### src/common/ifr_pkg.sv
// Constants shared by the input function router
package ifr_pkg;
  // ============================================================
  // Sizes
  localparam int NUM_LINES = 16;
  localparam int NUM_CH = 2;
  localparam int SYNC_STAGES = 2;
  // ============================================================
  // Line index of each function for channel or axis 0; add the index (twice the index for A/B)
  localparam int LN_A_BASE = 0;
  localparam int LN_AB_STEP = 2;
  localparam int LN_Z_BASE = 4;
  localparam int LN_FUNC_BASE = 6;
  localparam int LN_LATCH_BASE = 8;
  localparam int LN_DOG_BASE = 10;
  localparam int LN_UPPER_BASE = 12;
  localparam int LN_LOWER_BASE = 14;
  // ============================================================
  // Reset values
  localparam logic [NUM_CH-1:0] CH_RST = 2'h0;
  localparam logic [NUM_LINES-1:0] LINES_RST = 16'h0000;
endpackage : ifr_pkg

### src/rtl/ifr_sync.sv
// Two-stage synchroniser for a bus of asynchronous pin levels
`timescale 1ns/1ps
module ifr_sync #(
  parameter int WIDTH = 16
) (
  input wire logic sys_clk,
  input wire logic resetn,
  input wire logic clk_en,
  input wire logic [WIDTH-1:0] async_in,
  output logic [WIDTH-1:0] sync_out
);
  logic [WIDTH-1:0] meta_q;

  // The first stage is read only by the second stage
  always_ff @(posedge sys_clk) begin
    if (!resetn) begin
      meta_q <= '0;
      sync_out <= '0;
    end else if (clk_en) begin
      meta_q <= async_in;
      sync_out <= meta_q;
    end
  end
endmodule : ifr_sync

### src/rtl/ifr_router.sv
// Routes sixteen input lines to general, interrupt, counter and axis users
// Behaviour
// - every line reaches general, interrupt, pulse catch
// - lines 0-3 give counter A/B phases
// - counter 1 enabled blocks interrupts on 0,1
// - counter 2 enabled blocks interrupts on 2,3
// - lines 4,5 give Z phase or zero
// - lines 6,7 give function input or command
// - lines 8,9 give latch trigger or ready
// - lines 10,11 give near-point dog
// - lines 12-15 give upper and lower limits
// - 0-3 never positioning, 10-15 never counters
// - unused function inputs are released to general use
`timescale 1ns/1ps
module ifr_router #(
  parameter int NUM_LINES = ifr_pkg::NUM_LINES,
  parameter int NUM_CH = ifr_pkg::NUM_CH
) (
  input wire logic sys_clk,
  input wire logic resetn,
  input wire logic clk_en,
  input wire logic [NUM_LINES-1:0] in_line,
  input wire logic cfg_load,
  input wire logic [NUM_CH-1:0] cfg_cnt_en,
  input wire logic [NUM_CH-1:0] cfg_pos_en,
  input wire logic [NUM_CH-1:0] cfg_use_z,
  input wire logic [NUM_CH-1:0] cfg_use_func,
  input wire logic [NUM_CH-1:0] cfg_use_latch,
  input wire logic [NUM_CH-1:0] cfg_use_dog,
  input wire logic [NUM_CH-1:0] cfg_use_limits,
  input wire logic [NUM_LINES-1:0] cfg_irq_en,
  input wire logic [NUM_LINES-1:0] cfg_pcatch_en,
  output logic [NUM_LINES-1:0] gp_in_q,
  output logic [NUM_LINES-1:0] irq_in_q,
  output logic [NUM_LINES-1:0] pcatch_in_q,
  output logic [NUM_LINES-1:0] line_claimed_q,
  output logic [NUM_CH-1:0] counter_chan_a_q,
  output logic [NUM_CH-1:0] counter_chan_b_q,
  output logic [NUM_CH-1:0] counter_chan_z_q,
  output logic [NUM_CH-1:0] counter_chan_func_q,
  output logic [NUM_CH-1:0] counter_chan_latch_q,
  output logic [NUM_CH-1:0] axis_zero_q,
  output logic [NUM_CH-1:0] axis_cmd_q,
  output logic [NUM_CH-1:0] axis_ready_q,
  output logic [NUM_CH-1:0] axis_dog_q,
  output logic [NUM_CH-1:0] axis_upper_q,
  output logic [NUM_CH-1:0] axis_lower_q
);
  // ============================================================
  // Pin synchronisers
  logic [NUM_LINES-1:0] line_s;

  ifr_sync #(
    .WIDTH(NUM_LINES)
  ) u_sync (
    .sys_clk(sys_clk),
    .resetn(resetn),
    .clk_en(clk_en),
    .async_in(in_line),
    .sync_out(line_s)
  );

  // ============================================================
  // Static configuration
  // Held apart from the live config ports so that a routing change only
  // happens on an explicit load, never while software edits fields.
  logic [NUM_CH-1:0] cnt_en_q, cnt_en_d;
  logic [NUM_CH-1:0] pos_en_q, pos_en_d;
  logic [NUM_CH-1:0] use_z_q, use_z_d;
  logic [NUM_CH-1:0] use_func_q, use_func_d;
  logic [NUM_CH-1:0] use_latch_q, use_latch_d;
  logic [NUM_CH-1:0] use_dog_q, use_dog_d;
  logic [NUM_CH-1:0] use_lim_q, use_lim_d;
  logic [NUM_LINES-1:0] irq_en_q, irq_en_d;
  logic [NUM_LINES-1:0] pc_en_q, pc_en_d;

  assign cnt_en_d = cfg_load ? cfg_cnt_en : cnt_en_q;
  assign pos_en_d = cfg_load ? cfg_pos_en : pos_en_q;
  assign use_z_d = cfg_load ? cfg_use_z : use_z_q;
  assign use_func_d = cfg_load ? cfg_use_func : use_func_q;
  assign use_latch_d = cfg_load ? cfg_use_latch : use_latch_q;
  assign use_dog_d = cfg_load ? cfg_use_dog : use_dog_q;
  assign use_lim_d = cfg_load ? cfg_use_limits : use_lim_q;
  assign irq_en_d = cfg_load ? cfg_irq_en : irq_en_q;
  assign pc_en_d = cfg_load ? cfg_pcatch_en : pc_en_q;

  always_ff @(posedge sys_clk) begin
    if (!resetn) begin
      cnt_en_q <= ifr_pkg::CH_RST;
      pos_en_q <= ifr_pkg::CH_RST;
      use_z_q <= ifr_pkg::CH_RST;
      use_func_q <= ifr_pkg::CH_RST;
      use_latch_q <= ifr_pkg::CH_RST;
      use_dog_q <= ifr_pkg::CH_RST;
      use_lim_q <= ifr_pkg::CH_RST;
      irq_en_q <= ifr_pkg::LINES_RST;
      pc_en_q <= ifr_pkg::LINES_RST;
    end else if (clk_en) begin
      cnt_en_q <= cnt_en_d;
      pos_en_q <= pos_en_d;
      use_z_q <= use_z_d;
      use_func_q <= use_func_d;
      use_latch_q <= use_latch_d;
      use_dog_q <= use_dog_d;
      use_lim_q <= use_lim_d;
      irq_en_q <= irq_en_d;
      pc_en_q <= pc_en_d;
    end
  end

  // ============================================================
  // Per channel and axis routing
  // Lines 4 to 9 are shared; when both are set, positioning owns them
  // and the counter keeps only its A/B phases.
  logic [NUM_CH-1:0] cnt_own;
  logic [NUM_CH-1:0] pos_own;
  logic [NUM_CH-1:0] a_d, b_d, z_d, func_d, latch_d;
  logic [NUM_CH-1:0] zero_d, cmd_d, rdy_d, dog_d, upper_d, lower_d;
  logic [NUM_LINES-1:0] claim_d;
  logic [NUM_LINES-1:0] irq_blk;

  genvar k;
  generate
    for (k = 0; k < NUM_CH; k++) begin : g_ch
      localparam int LA = ifr_pkg::LN_A_BASE + k * ifr_pkg::LN_AB_STEP;
      localparam int LZ = ifr_pkg::LN_Z_BASE + k;
      localparam int LF = ifr_pkg::LN_FUNC_BASE + k;
      localparam int LL = ifr_pkg::LN_LATCH_BASE + k;
      localparam int LD = ifr_pkg::LN_DOG_BASE + k;
      localparam int LU = ifr_pkg::LN_UPPER_BASE + k;
      localparam int LW = ifr_pkg::LN_LOWER_BASE + k;
      wire cnt_sh = cnt_en_q[k] & ~pos_en_q[k];

      assign cnt_own[k] = cnt_sh;
      assign pos_own[k] = pos_en_q[k];
      // Counter phases come only from the low lines
      assign a_d[k] = cnt_en_q[k] & line_s[LA];
      assign b_d[k] = cnt_en_q[k] & line_s[LA+1];
      assign z_d[k] = cnt_sh & use_z_q[k] & line_s[LZ];
      assign func_d[k] = cnt_sh & use_func_q[k] & line_s[LF];
      assign latch_d[k] = cnt_sh & use_latch_q[k] & line_s[LL];
      assign zero_d[k] = pos_en_q[k] & use_z_q[k] & line_s[LZ];
      assign cmd_d[k] = pos_en_q[k] & use_func_q[k] & line_s[LF];
      assign rdy_d[k] = pos_en_q[k] & use_latch_q[k] & line_s[LL];
      assign dog_d[k] = pos_en_q[k] & use_dog_q[k] & line_s[LD];
      assign upper_d[k] = pos_en_q[k] & use_lim_q[k] & line_s[LU];
      assign lower_d[k] = pos_en_q[k] & use_lim_q[k] & line_s[LW];
      // A/B lines never claimed by positioning, high lines never by counters
      assign claim_d[LA] = cnt_en_q[k];
      assign claim_d[LA+1] = cnt_en_q[k];
      assign claim_d[LZ] = (cnt_en_q[k] | pos_en_q[k]) & use_z_q[k];
      assign claim_d[LF] = (cnt_en_q[k] | pos_en_q[k]) & use_func_q[k];
      assign claim_d[LL] = (cnt_en_q[k] | pos_en_q[k]) & use_latch_q[k];
      assign claim_d[LD] = pos_en_q[k] & use_dog_q[k];
      assign claim_d[LU] = pos_en_q[k] & use_lim_q[k];
      assign claim_d[LW] = pos_en_q[k] & use_lim_q[k];
      // An enabled counter takes its A/B lines away from interrupts only
      assign irq_blk[LA] = cnt_en_q[k];
      assign irq_blk[LA+1] = cnt_en_q[k];
      assign irq_blk[LZ] = 1'b0;
      assign irq_blk[LF] = 1'b0;
      assign irq_blk[LL] = 1'b0;
      assign irq_blk[LD] = 1'b0;
      assign irq_blk[LU] = 1'b0;
      assign irq_blk[LW] = 1'b0;
    end
  endgenerate

  // General input always mirrors every line, claimed or not
  wire [NUM_LINES-1:0] gp_d = line_s;
  wire [NUM_LINES-1:0] irq_d = line_s & irq_en_q & ~irq_blk;
  wire [NUM_LINES-1:0] pc_d = line_s & pc_en_q;

  // ============================================================
  // Registered outputs
  // Every routed output leaves a flop, so a config load cannot glitch them.
  always_ff @(posedge sys_clk) begin
    if (!resetn) begin
      gp_in_q <= ifr_pkg::LINES_RST;
      irq_in_q <= ifr_pkg::LINES_RST;
      pcatch_in_q <= ifr_pkg::LINES_RST;
      line_claimed_q <= ifr_pkg::LINES_RST;
    end else if (clk_en) begin
      gp_in_q <= gp_d;
      irq_in_q <= irq_d;
      pcatch_in_q <= pc_d;
      line_claimed_q <= claim_d;
    end
  end

  always_ff @(posedge sys_clk) begin
    if (!resetn) begin
      counter_chan_a_q <= ifr_pkg::CH_RST;
      counter_chan_b_q <= ifr_pkg::CH_RST;
      counter_chan_z_q <= ifr_pkg::CH_RST;
      counter_chan_func_q <= ifr_pkg::CH_RST;
      counter_chan_latch_q <= ifr_pkg::CH_RST;
    end else if (clk_en) begin
      counter_chan_a_q <= a_d;
      counter_chan_b_q <= b_d;
      counter_chan_z_q <= z_d;
      counter_chan_func_q <= func_d;
      counter_chan_latch_q <= latch_d;
    end
  end

  always_ff @(posedge sys_clk) begin
    if (!resetn) begin
      axis_zero_q <= ifr_pkg::CH_RST;
      axis_cmd_q <= ifr_pkg::CH_RST;
      axis_ready_q <= ifr_pkg::CH_RST;
      axis_dog_q <= ifr_pkg::CH_RST;
      axis_upper_q <= ifr_pkg::CH_RST;
      axis_lower_q <= ifr_pkg::CH_RST;
    end else if (clk_en) begin
      axis_zero_q <= zero_d;
      axis_cmd_q <= cmd_d;
      axis_ready_q <= rdy_d;
      axis_dog_q <= dog_d;
      axis_upper_q <= upper_d;
      axis_lower_q <= lower_d;
    end
  end
endmodule : ifr_router

### config.mk
export PLATFORM = sky130hd
export DESIGN_NAME = ifr_router
export DESIGN_NICKNAME = d
export VERILOG_FILES = /design/src/common/ifr_pkg.sv /design/src/rtl/ifr_sync.sv /design/src/rtl/ifr_router.sv
export SDC_FILE = /design/constraint.sdc
export NUM_CORES = 1
export LEC_CHECK = 0
export BUFFER_PORTS_ARGS = -buffer_cell sky130_fd_sc_hd__buf_2
export CAP_MARGIN = 20
export CORE_MARGIN = 8
export CORE_UTILIZATION = 45
export DETAILED_ROUTE_END_ITERATION = 10
export PLACE_DENSITY_LB_ADDON = 0.15
export SYNTH_ARGS = -nofsm -noshare
export SYNTH_HDL_FRONTEND = slang
export SYNTH_SLANG_ARGS = --single-unit
### constraint.sdc
create_clock -name sys_clk -period 1.1 [get_ports sys_clk]
set_input_delay 0.165 -clock sys_clk [delete_from_list [all_inputs] [get_ports sys_clk]]
set_output_delay 0.165 -clock sys_clk [all_outputs]
set_load 0.05 [all_outputs]
==> results of run 1 <==
report_power, final:
group	switching, mW	leakage, nW	internal [mW]
Sequential	0.139	1.34	5.93
Combinational	0.515	2.26	0.541
Clock	2.31	0.291	3.49
layer usage:
layer | wire, microns | part of all wire
met5 | 0 | 0
met4 | 265 | 0.015
met3 | 1180 | 0.065
met2 | 8540 | 0.47
met1 | 8140 | 0.45
placed cells by master, fill, tap and decap left out, drive strengths merged:
cell type,instances
buf,202
nand3,36
bufinv,2
dfxtp,160
mux2i,50
clkbuf,21
o211ai,6
nand2,6
nand2b,58
dlygate4sd3,3
a21boi,104
o21a,46
clkinvlp,2
clkinv,8
nand4b,6
nand4,12
nor2b,51
o2bb2ai,6
and3,46
final timing paths:
kind | slack [ns] | from | to | cells past startpoint
hold reg to reg | 0.47 | irq_en_q[8] | irq_in_q[8] | 2
setup reg to reg | 0.06 | pos_en_q[0] | counter_chan_latch_q[0] | 2
setup / recovery | -0.02 | line_claimed_q[3] | line_claimed_q[2] | 1
hold / removal | 0.01 | in_line[10] | u_sync.meta_q[10] | 3
area by class of cell:
class | count | area [sq um] | share of cell area
clock buffers | 20 | 467 | 0.0500
clock inverters | 12 | 115 | 0.0123
multi-input cells | 427 | 3060 | 0.328
flip-flops and latches | 160 | 3330 | 0.356
well taps | 184 | 230 | 0.0246
repair buffers | 206 | 2140 | 0.229
metrics by stage:
stage	setup WS, ns	setup TNS [ns]	utilization
3_5_place_dp	0.0630	0	0.523
5_1_grt	-0.0559	-1.20	0.643
6_report	-0.0217	-0.0644	0.643
2_1_floorplan	0.0211	0	-
4_1_cts	-0.0367	-0.325	0.622
3_3_place_gp	0.0788	0	0.523
timing repair:
item | 4_1_cts | 5_1_grt
buffers inserted | 8 | 19
pin swaps | 0 | 0
hold buffers | 3 | 0
endpoints found under the hold margin | 3 | 0
setup endpoints to repair | 86 | 81
gates resized for setup | 289 | 44
cell families (layout without fill, tap and decap cells):
logic type,after synthesis,after routing,synth area share
flip-flops,160,160,0.477
multiplexers,50,50,0.0745
buffers and inverters,64,238,0.0669
AO/OA/AOI/OAI,162,162,0.182
AND/OR/NAND/NOR,215,215,0.199
state kept, by name, summed over array words and instances (netlist names), 12 cells and up:
| name | flops |
|---|---|
| u_sync.meta_q | 16 |
| line_claimed_q | 12 |
| irq_en_q | 16 |
| irq_in_q | 16 |
| gp_in_q | 16 |
| pcatch_in_q | 16 |
| u_sync.sync_out | 16 |
| pc_en_q | 16 |
==> impl_metrics.csv, run 1 <==
group,metric,value,unit
finish,drive_above_1_share,0.388,
route,wire_per_inst,18.0,microns
finish,diodes,0,
timing,layout_setup_ws,-0.0217,ns
global_route,grt_pass1_wl,28100,microns
timing,period_needed,1.12,ns
synthesis,ys.flop_type,"dfxtp_1",
place,dp.cells,947,
place,postPlaceCellArea,7600,sq um
timing,whs,0.0134,ns
critical_path,cp_max_fo,3,
hold_path,hp-class,"in -> reg",
critical_path,timing.critical_path.buf_inv,1,
run,cap_violations,0,
timing,skew,0.00769,ns
die,die_w,138,microns
synthesis,synth_nets,717,
global_route,busiest_layer,"met2",
clock_network,cts_tree,"built",
clock_network,cts_buffer_depth,2,
route,vias,5250,
synthesis,async_flop_share,0,
die,coreArea,14500,sq um
clock_network,cts.clk_slew.worst_paths,0.06,ns
synthesis,synth_seq_cells,160,
synthesis,yosys.area.top_type_share,0.477,
pwr,ir_drop,1.06,mV
clock_network,htree_levels,4,
timing,hold_viol,0,
global_route,grt_use_met1,0.231,
clock_network,numCtsBuffers,17,
global_route,grt_pass1_vias,5204,
route,ant_nets,0,
route,wirelength,18100,microns
place,place_congestion,0.786,
global_route,use_met3,0.0579,
route,drtIter0Drc,353,
die,start_util,0.462,
critical_path,critical_path.cell_chain,"buf_8",
timing,fin_crit_sh,1.02,
pwr,total_power,12.9,mW
finish,design_area,9340,sq um
synthesis,synth.area.top_cells,"dfxtp_1, mux2i_1, a21boi_0, a21boi_1, nand2b_1",
synthesis,synth_common_cells,"dfxtp_1, nand2b_1, a21boi_0",
route,firstDrtPassIters,4,
clock_network,clkLatencyLatePin,0.42,ns
global_route,antenna_found_initial,0,
critical_path,cp_slowest_stage_delay,0.39,ns
critical_path,crit_arrival,0.96,ns
die,die_area,19100,sq um
timing,rsz0062_at_grt,"yes",
pwr,power_density,1380,nW/um^2
outcome,violations,"setup timing",
critical_path,cp-end-kind,"output port",
synthesis,synth_area,6710,sq um
finish,stdcell_count,1009,
global_route,overflow,0,
die,ios,152,
critical_path,cp_top_family,"flip-flops",
timing,drv_slew,0,
finish,fillers,1179,
route,drc_errors,0,
synthesis,ys_warn_count,0,
die,die_height,138,microns
synthesis,yosysSeqAreaShare,0.477,
timing,worst_slew_pin_slew,0.494,ns
synthesis,ys_types,22,
place,portBuffers,151,
critical_path,critPathLaunchType,"register",
global_route,use_met2,0.290,
clock_network,clock_sinks,160,
finish,syn2layout_area_growth,39.1,%
critical_path,cpMaxStageDelayCell,"dfxtp_4",
place,dp_hpwl,12000,microns
synthesis,synth.avg_cell_area,10.3,sq um
timing,setup_viol,5,
critical_path,cp_data_required_time,0.94,ns
synthesis,synth-edff-count,0,
synthesis,synthCells,651,
synthesis,synth_top_cell_by_area,"dfxtp_1",
timing,fmax,891,MHz
clock_network,cts_root_buf,"clkbuf_16",
global_route,track_usage,0.183,
die,rows,44,
route,routed_via_density,5.20,
global_route,grt_max_degree,78,
pwr,leakage,3.90,nW
outcome,status,"finished, violations left",
critical_path,path_class,"reg -> out",
synthesis,yosysMostFrequentCell,"dfxtp_1",
timing,maxSlewHeadroom,0.670,
finish,nNetsFinal,878,
Power figures use the tool's default switching activity.
==> inputs of run 2 (changes only) <==
CORE_UTILIZATION = 25   (was 45)
CTS_CLUSTER_DIAMETER = 40   (was default)
==> impl_metrics.csv, run 2 (synthesis gave the netlist of run 1 again) <==
group,metric,value,unit
outcome,status,"finished, violations left",
outcome,violations,"setup timing",
finish,seq_area,3340,sq um
clock_network,cts.clk_slew.worst_paths,0.07,ns
critical_path,crit_arrival,0.96,ns
critical_path,critical_path.cell_chain,"buf_8",
clock_network,htree_levels,4,
clock_network,cts_buffer_depth,2,
route,drtIter0Drc,202,
finish,fillers,2643,
pwr,clkPwrFrac,0.455,
critical_path,path_class,"reg -> out",
route,ant_nets,0,
finish,drive_above_1_share,0.399,
global_route,grt_pass1_vias,5338,
critical_path,cp_data_required_time,0.94,ns
die,die_area,32400,sq um
timing,skew,0.00945,ns
die,coreArea,26700,sq um
die,die_w,180,microns
pwr,power_frac_comb,0.089,
die,ios,152,
run,cap_violations,0,
die,rows,60,
route,wire_per_inst,17.9,microns
pwr,power_density,1350,nW/um^2
global_route,overflow,0,
timing,rsz0062_at_grt,"yes",
timing,worst_slew_pin_slew,0.386,ns
route,routed_via_density,4.36,
place,postPlaceCellArea,7960,sq um
finish,most-common-layout-cells,"buf_8, dfxtp_1, dfxtp_2, buf_2",
route,wirelength,21200,microns
route,firstDrtPassIters,5,
finish,syn2layout_area_growth,46.1,%
pwr,leakage,4.03,nW
finish,multi_input_area,3060,sq um
global_route,grt_pass1_wl,33000,microns
critical_path,cp_max_fo,3,
critical_path,cp-end-kind,"output port",
finish,final_common_cell,"buf_8",
clock_network,cts_root_buf,"clkbuf_16",
critical_path,cp_slowest_stage_delay,0.39,ns
die,start_util,0.252,
timing,layout_setup_ws,-0.0221,ns
place,portBuffers,151,
route,vias,5180,
place,dp_hpwl,15000,microns
timing,period_needed,1.12,ns
finish,nNetsFinal,901,
critical_path,critPathLaunchType,"register",
critical_path,timing.critical_path.buf_inv,1,
clock_network,cts_tree,"built",
route,drc_errors,0,
timing,fmax,891,MHz
pwr,p_switching,3.25,mW
finish,postLayoutCoreUtil,0.368,
timing,maxSlewHeadroom,0.742,
pwr,ir_drop,0.915,mV
critical_path,cp_top_family,"flip-flops",
pwr,seqPwrFrac,0.456,
place,place_congestion,0.689,
global_route,track_usage,0.130,
clock_network,numCtsBuffers,17,
hold_path,hp-class,"in -> reg",
pwr,internal_power,9.97,mW
timing,drv_slew,0,
finish,design_area,9810,sq um
pwr,swShare,0.246,
timing,hold_viol,0,
clock_network,clkLatencyLatePin,0.42,ns
die,die_height,180,microns
timing,setup_viol,12,
timing,fin_crit_sh,1.02,
timing,whs,0.0151,ns
critical_path,cpMaxStageDelayCell,"dfxtp_4",
place,pre_cts_ws,0.000875,ns
finish,diodes,0,
clock_network,clock_sinks,160,
global_route,grt_max_degree,62,
global_route,antenna_found_initial,0,
[run 2: cell types whose count changed in the layout (fill, tap and decap cells not counted)]
cell / delta
dlygate4sd3_1: +5
buf_6: -15
clkbuf_8: -1
buf_12: +1
dfxtp_4: +5
dfxtp_2: -5
clkinvlp_4: +1
inv_6: +1
buf_8: +15
buf_4: +17
clkinv_4: +3
clkinv_2: -4
[run 2: stage by stage]
step           instances  total power [mW]  setup TNS (ns)
6_report            1189              13.2          -0.140
2_1_floorplan        651              6.89               0
4_1_cts             1176              13.5           -1.18
3_3_place_gp        1124              7.32               0
3_5_place_dp        1124              7.32               0
5_1_grt             1189              13.8           -2.19
[run 2: power groups by stage]
stage / Clock (mW) / Combinational [mW] / Sequential (mW)
finish: 6.02 / 1.17 / 6.03
global route: 6.48 / 1.28 / 6.05
CTS: 6.22 / 1.19 / 6.05
detailed placement: 0 / 1.13 / 6.18
global placement: 0 / 1.14 / 6.18
floorplan: 0 / 0.688 / 6.20
[run 2: timing repair]
action | CTS | global route
resized for setup | 333 | 20
hold endpoints to repair | 8 | 0
pin swaps | 0 | 0
hold buffers | 8 | 0
setup buffers | 12 | 13
cloned | 0 | 0
setup endpoints to repair | 86 | 86
[run 2: cell type report]
cell class | instances | area share
flip-flops and latches | 160 | 0.340
multi-input cells | 427 | 0.312
repair buffers | 229 | 0.244
clock buffers | 19 | 0.0462
well taps | 341 | 0.0435
clock inverters | 13 | 0.0140
[run 2: path summary, 6_finish.rpt]
check / start / endpoint / slack (ns) / cells after the start
worst max register to register: u_sync.sync_out[4] / axis_zero_q[0] / 0.11 / 3
worst min register to register: irq_en_q[7] / irq_in_q[7] / 0.47 / 2
worst min-delay path: in_line[3] / u_sync.meta_q[3] / 0.02 / 3
worst max-delay path: line_claimed_q[3] / line_claimed_q[3] / -0.02 / 1
[run 2: per-layer routing]
metal / global-route usage / routed length, microns
met4: 0.0290 / 143
met3: 0.0369 / 851
met1: 0.180 / 10800
met2: 0.198 / 9410
met5: 0 / 0
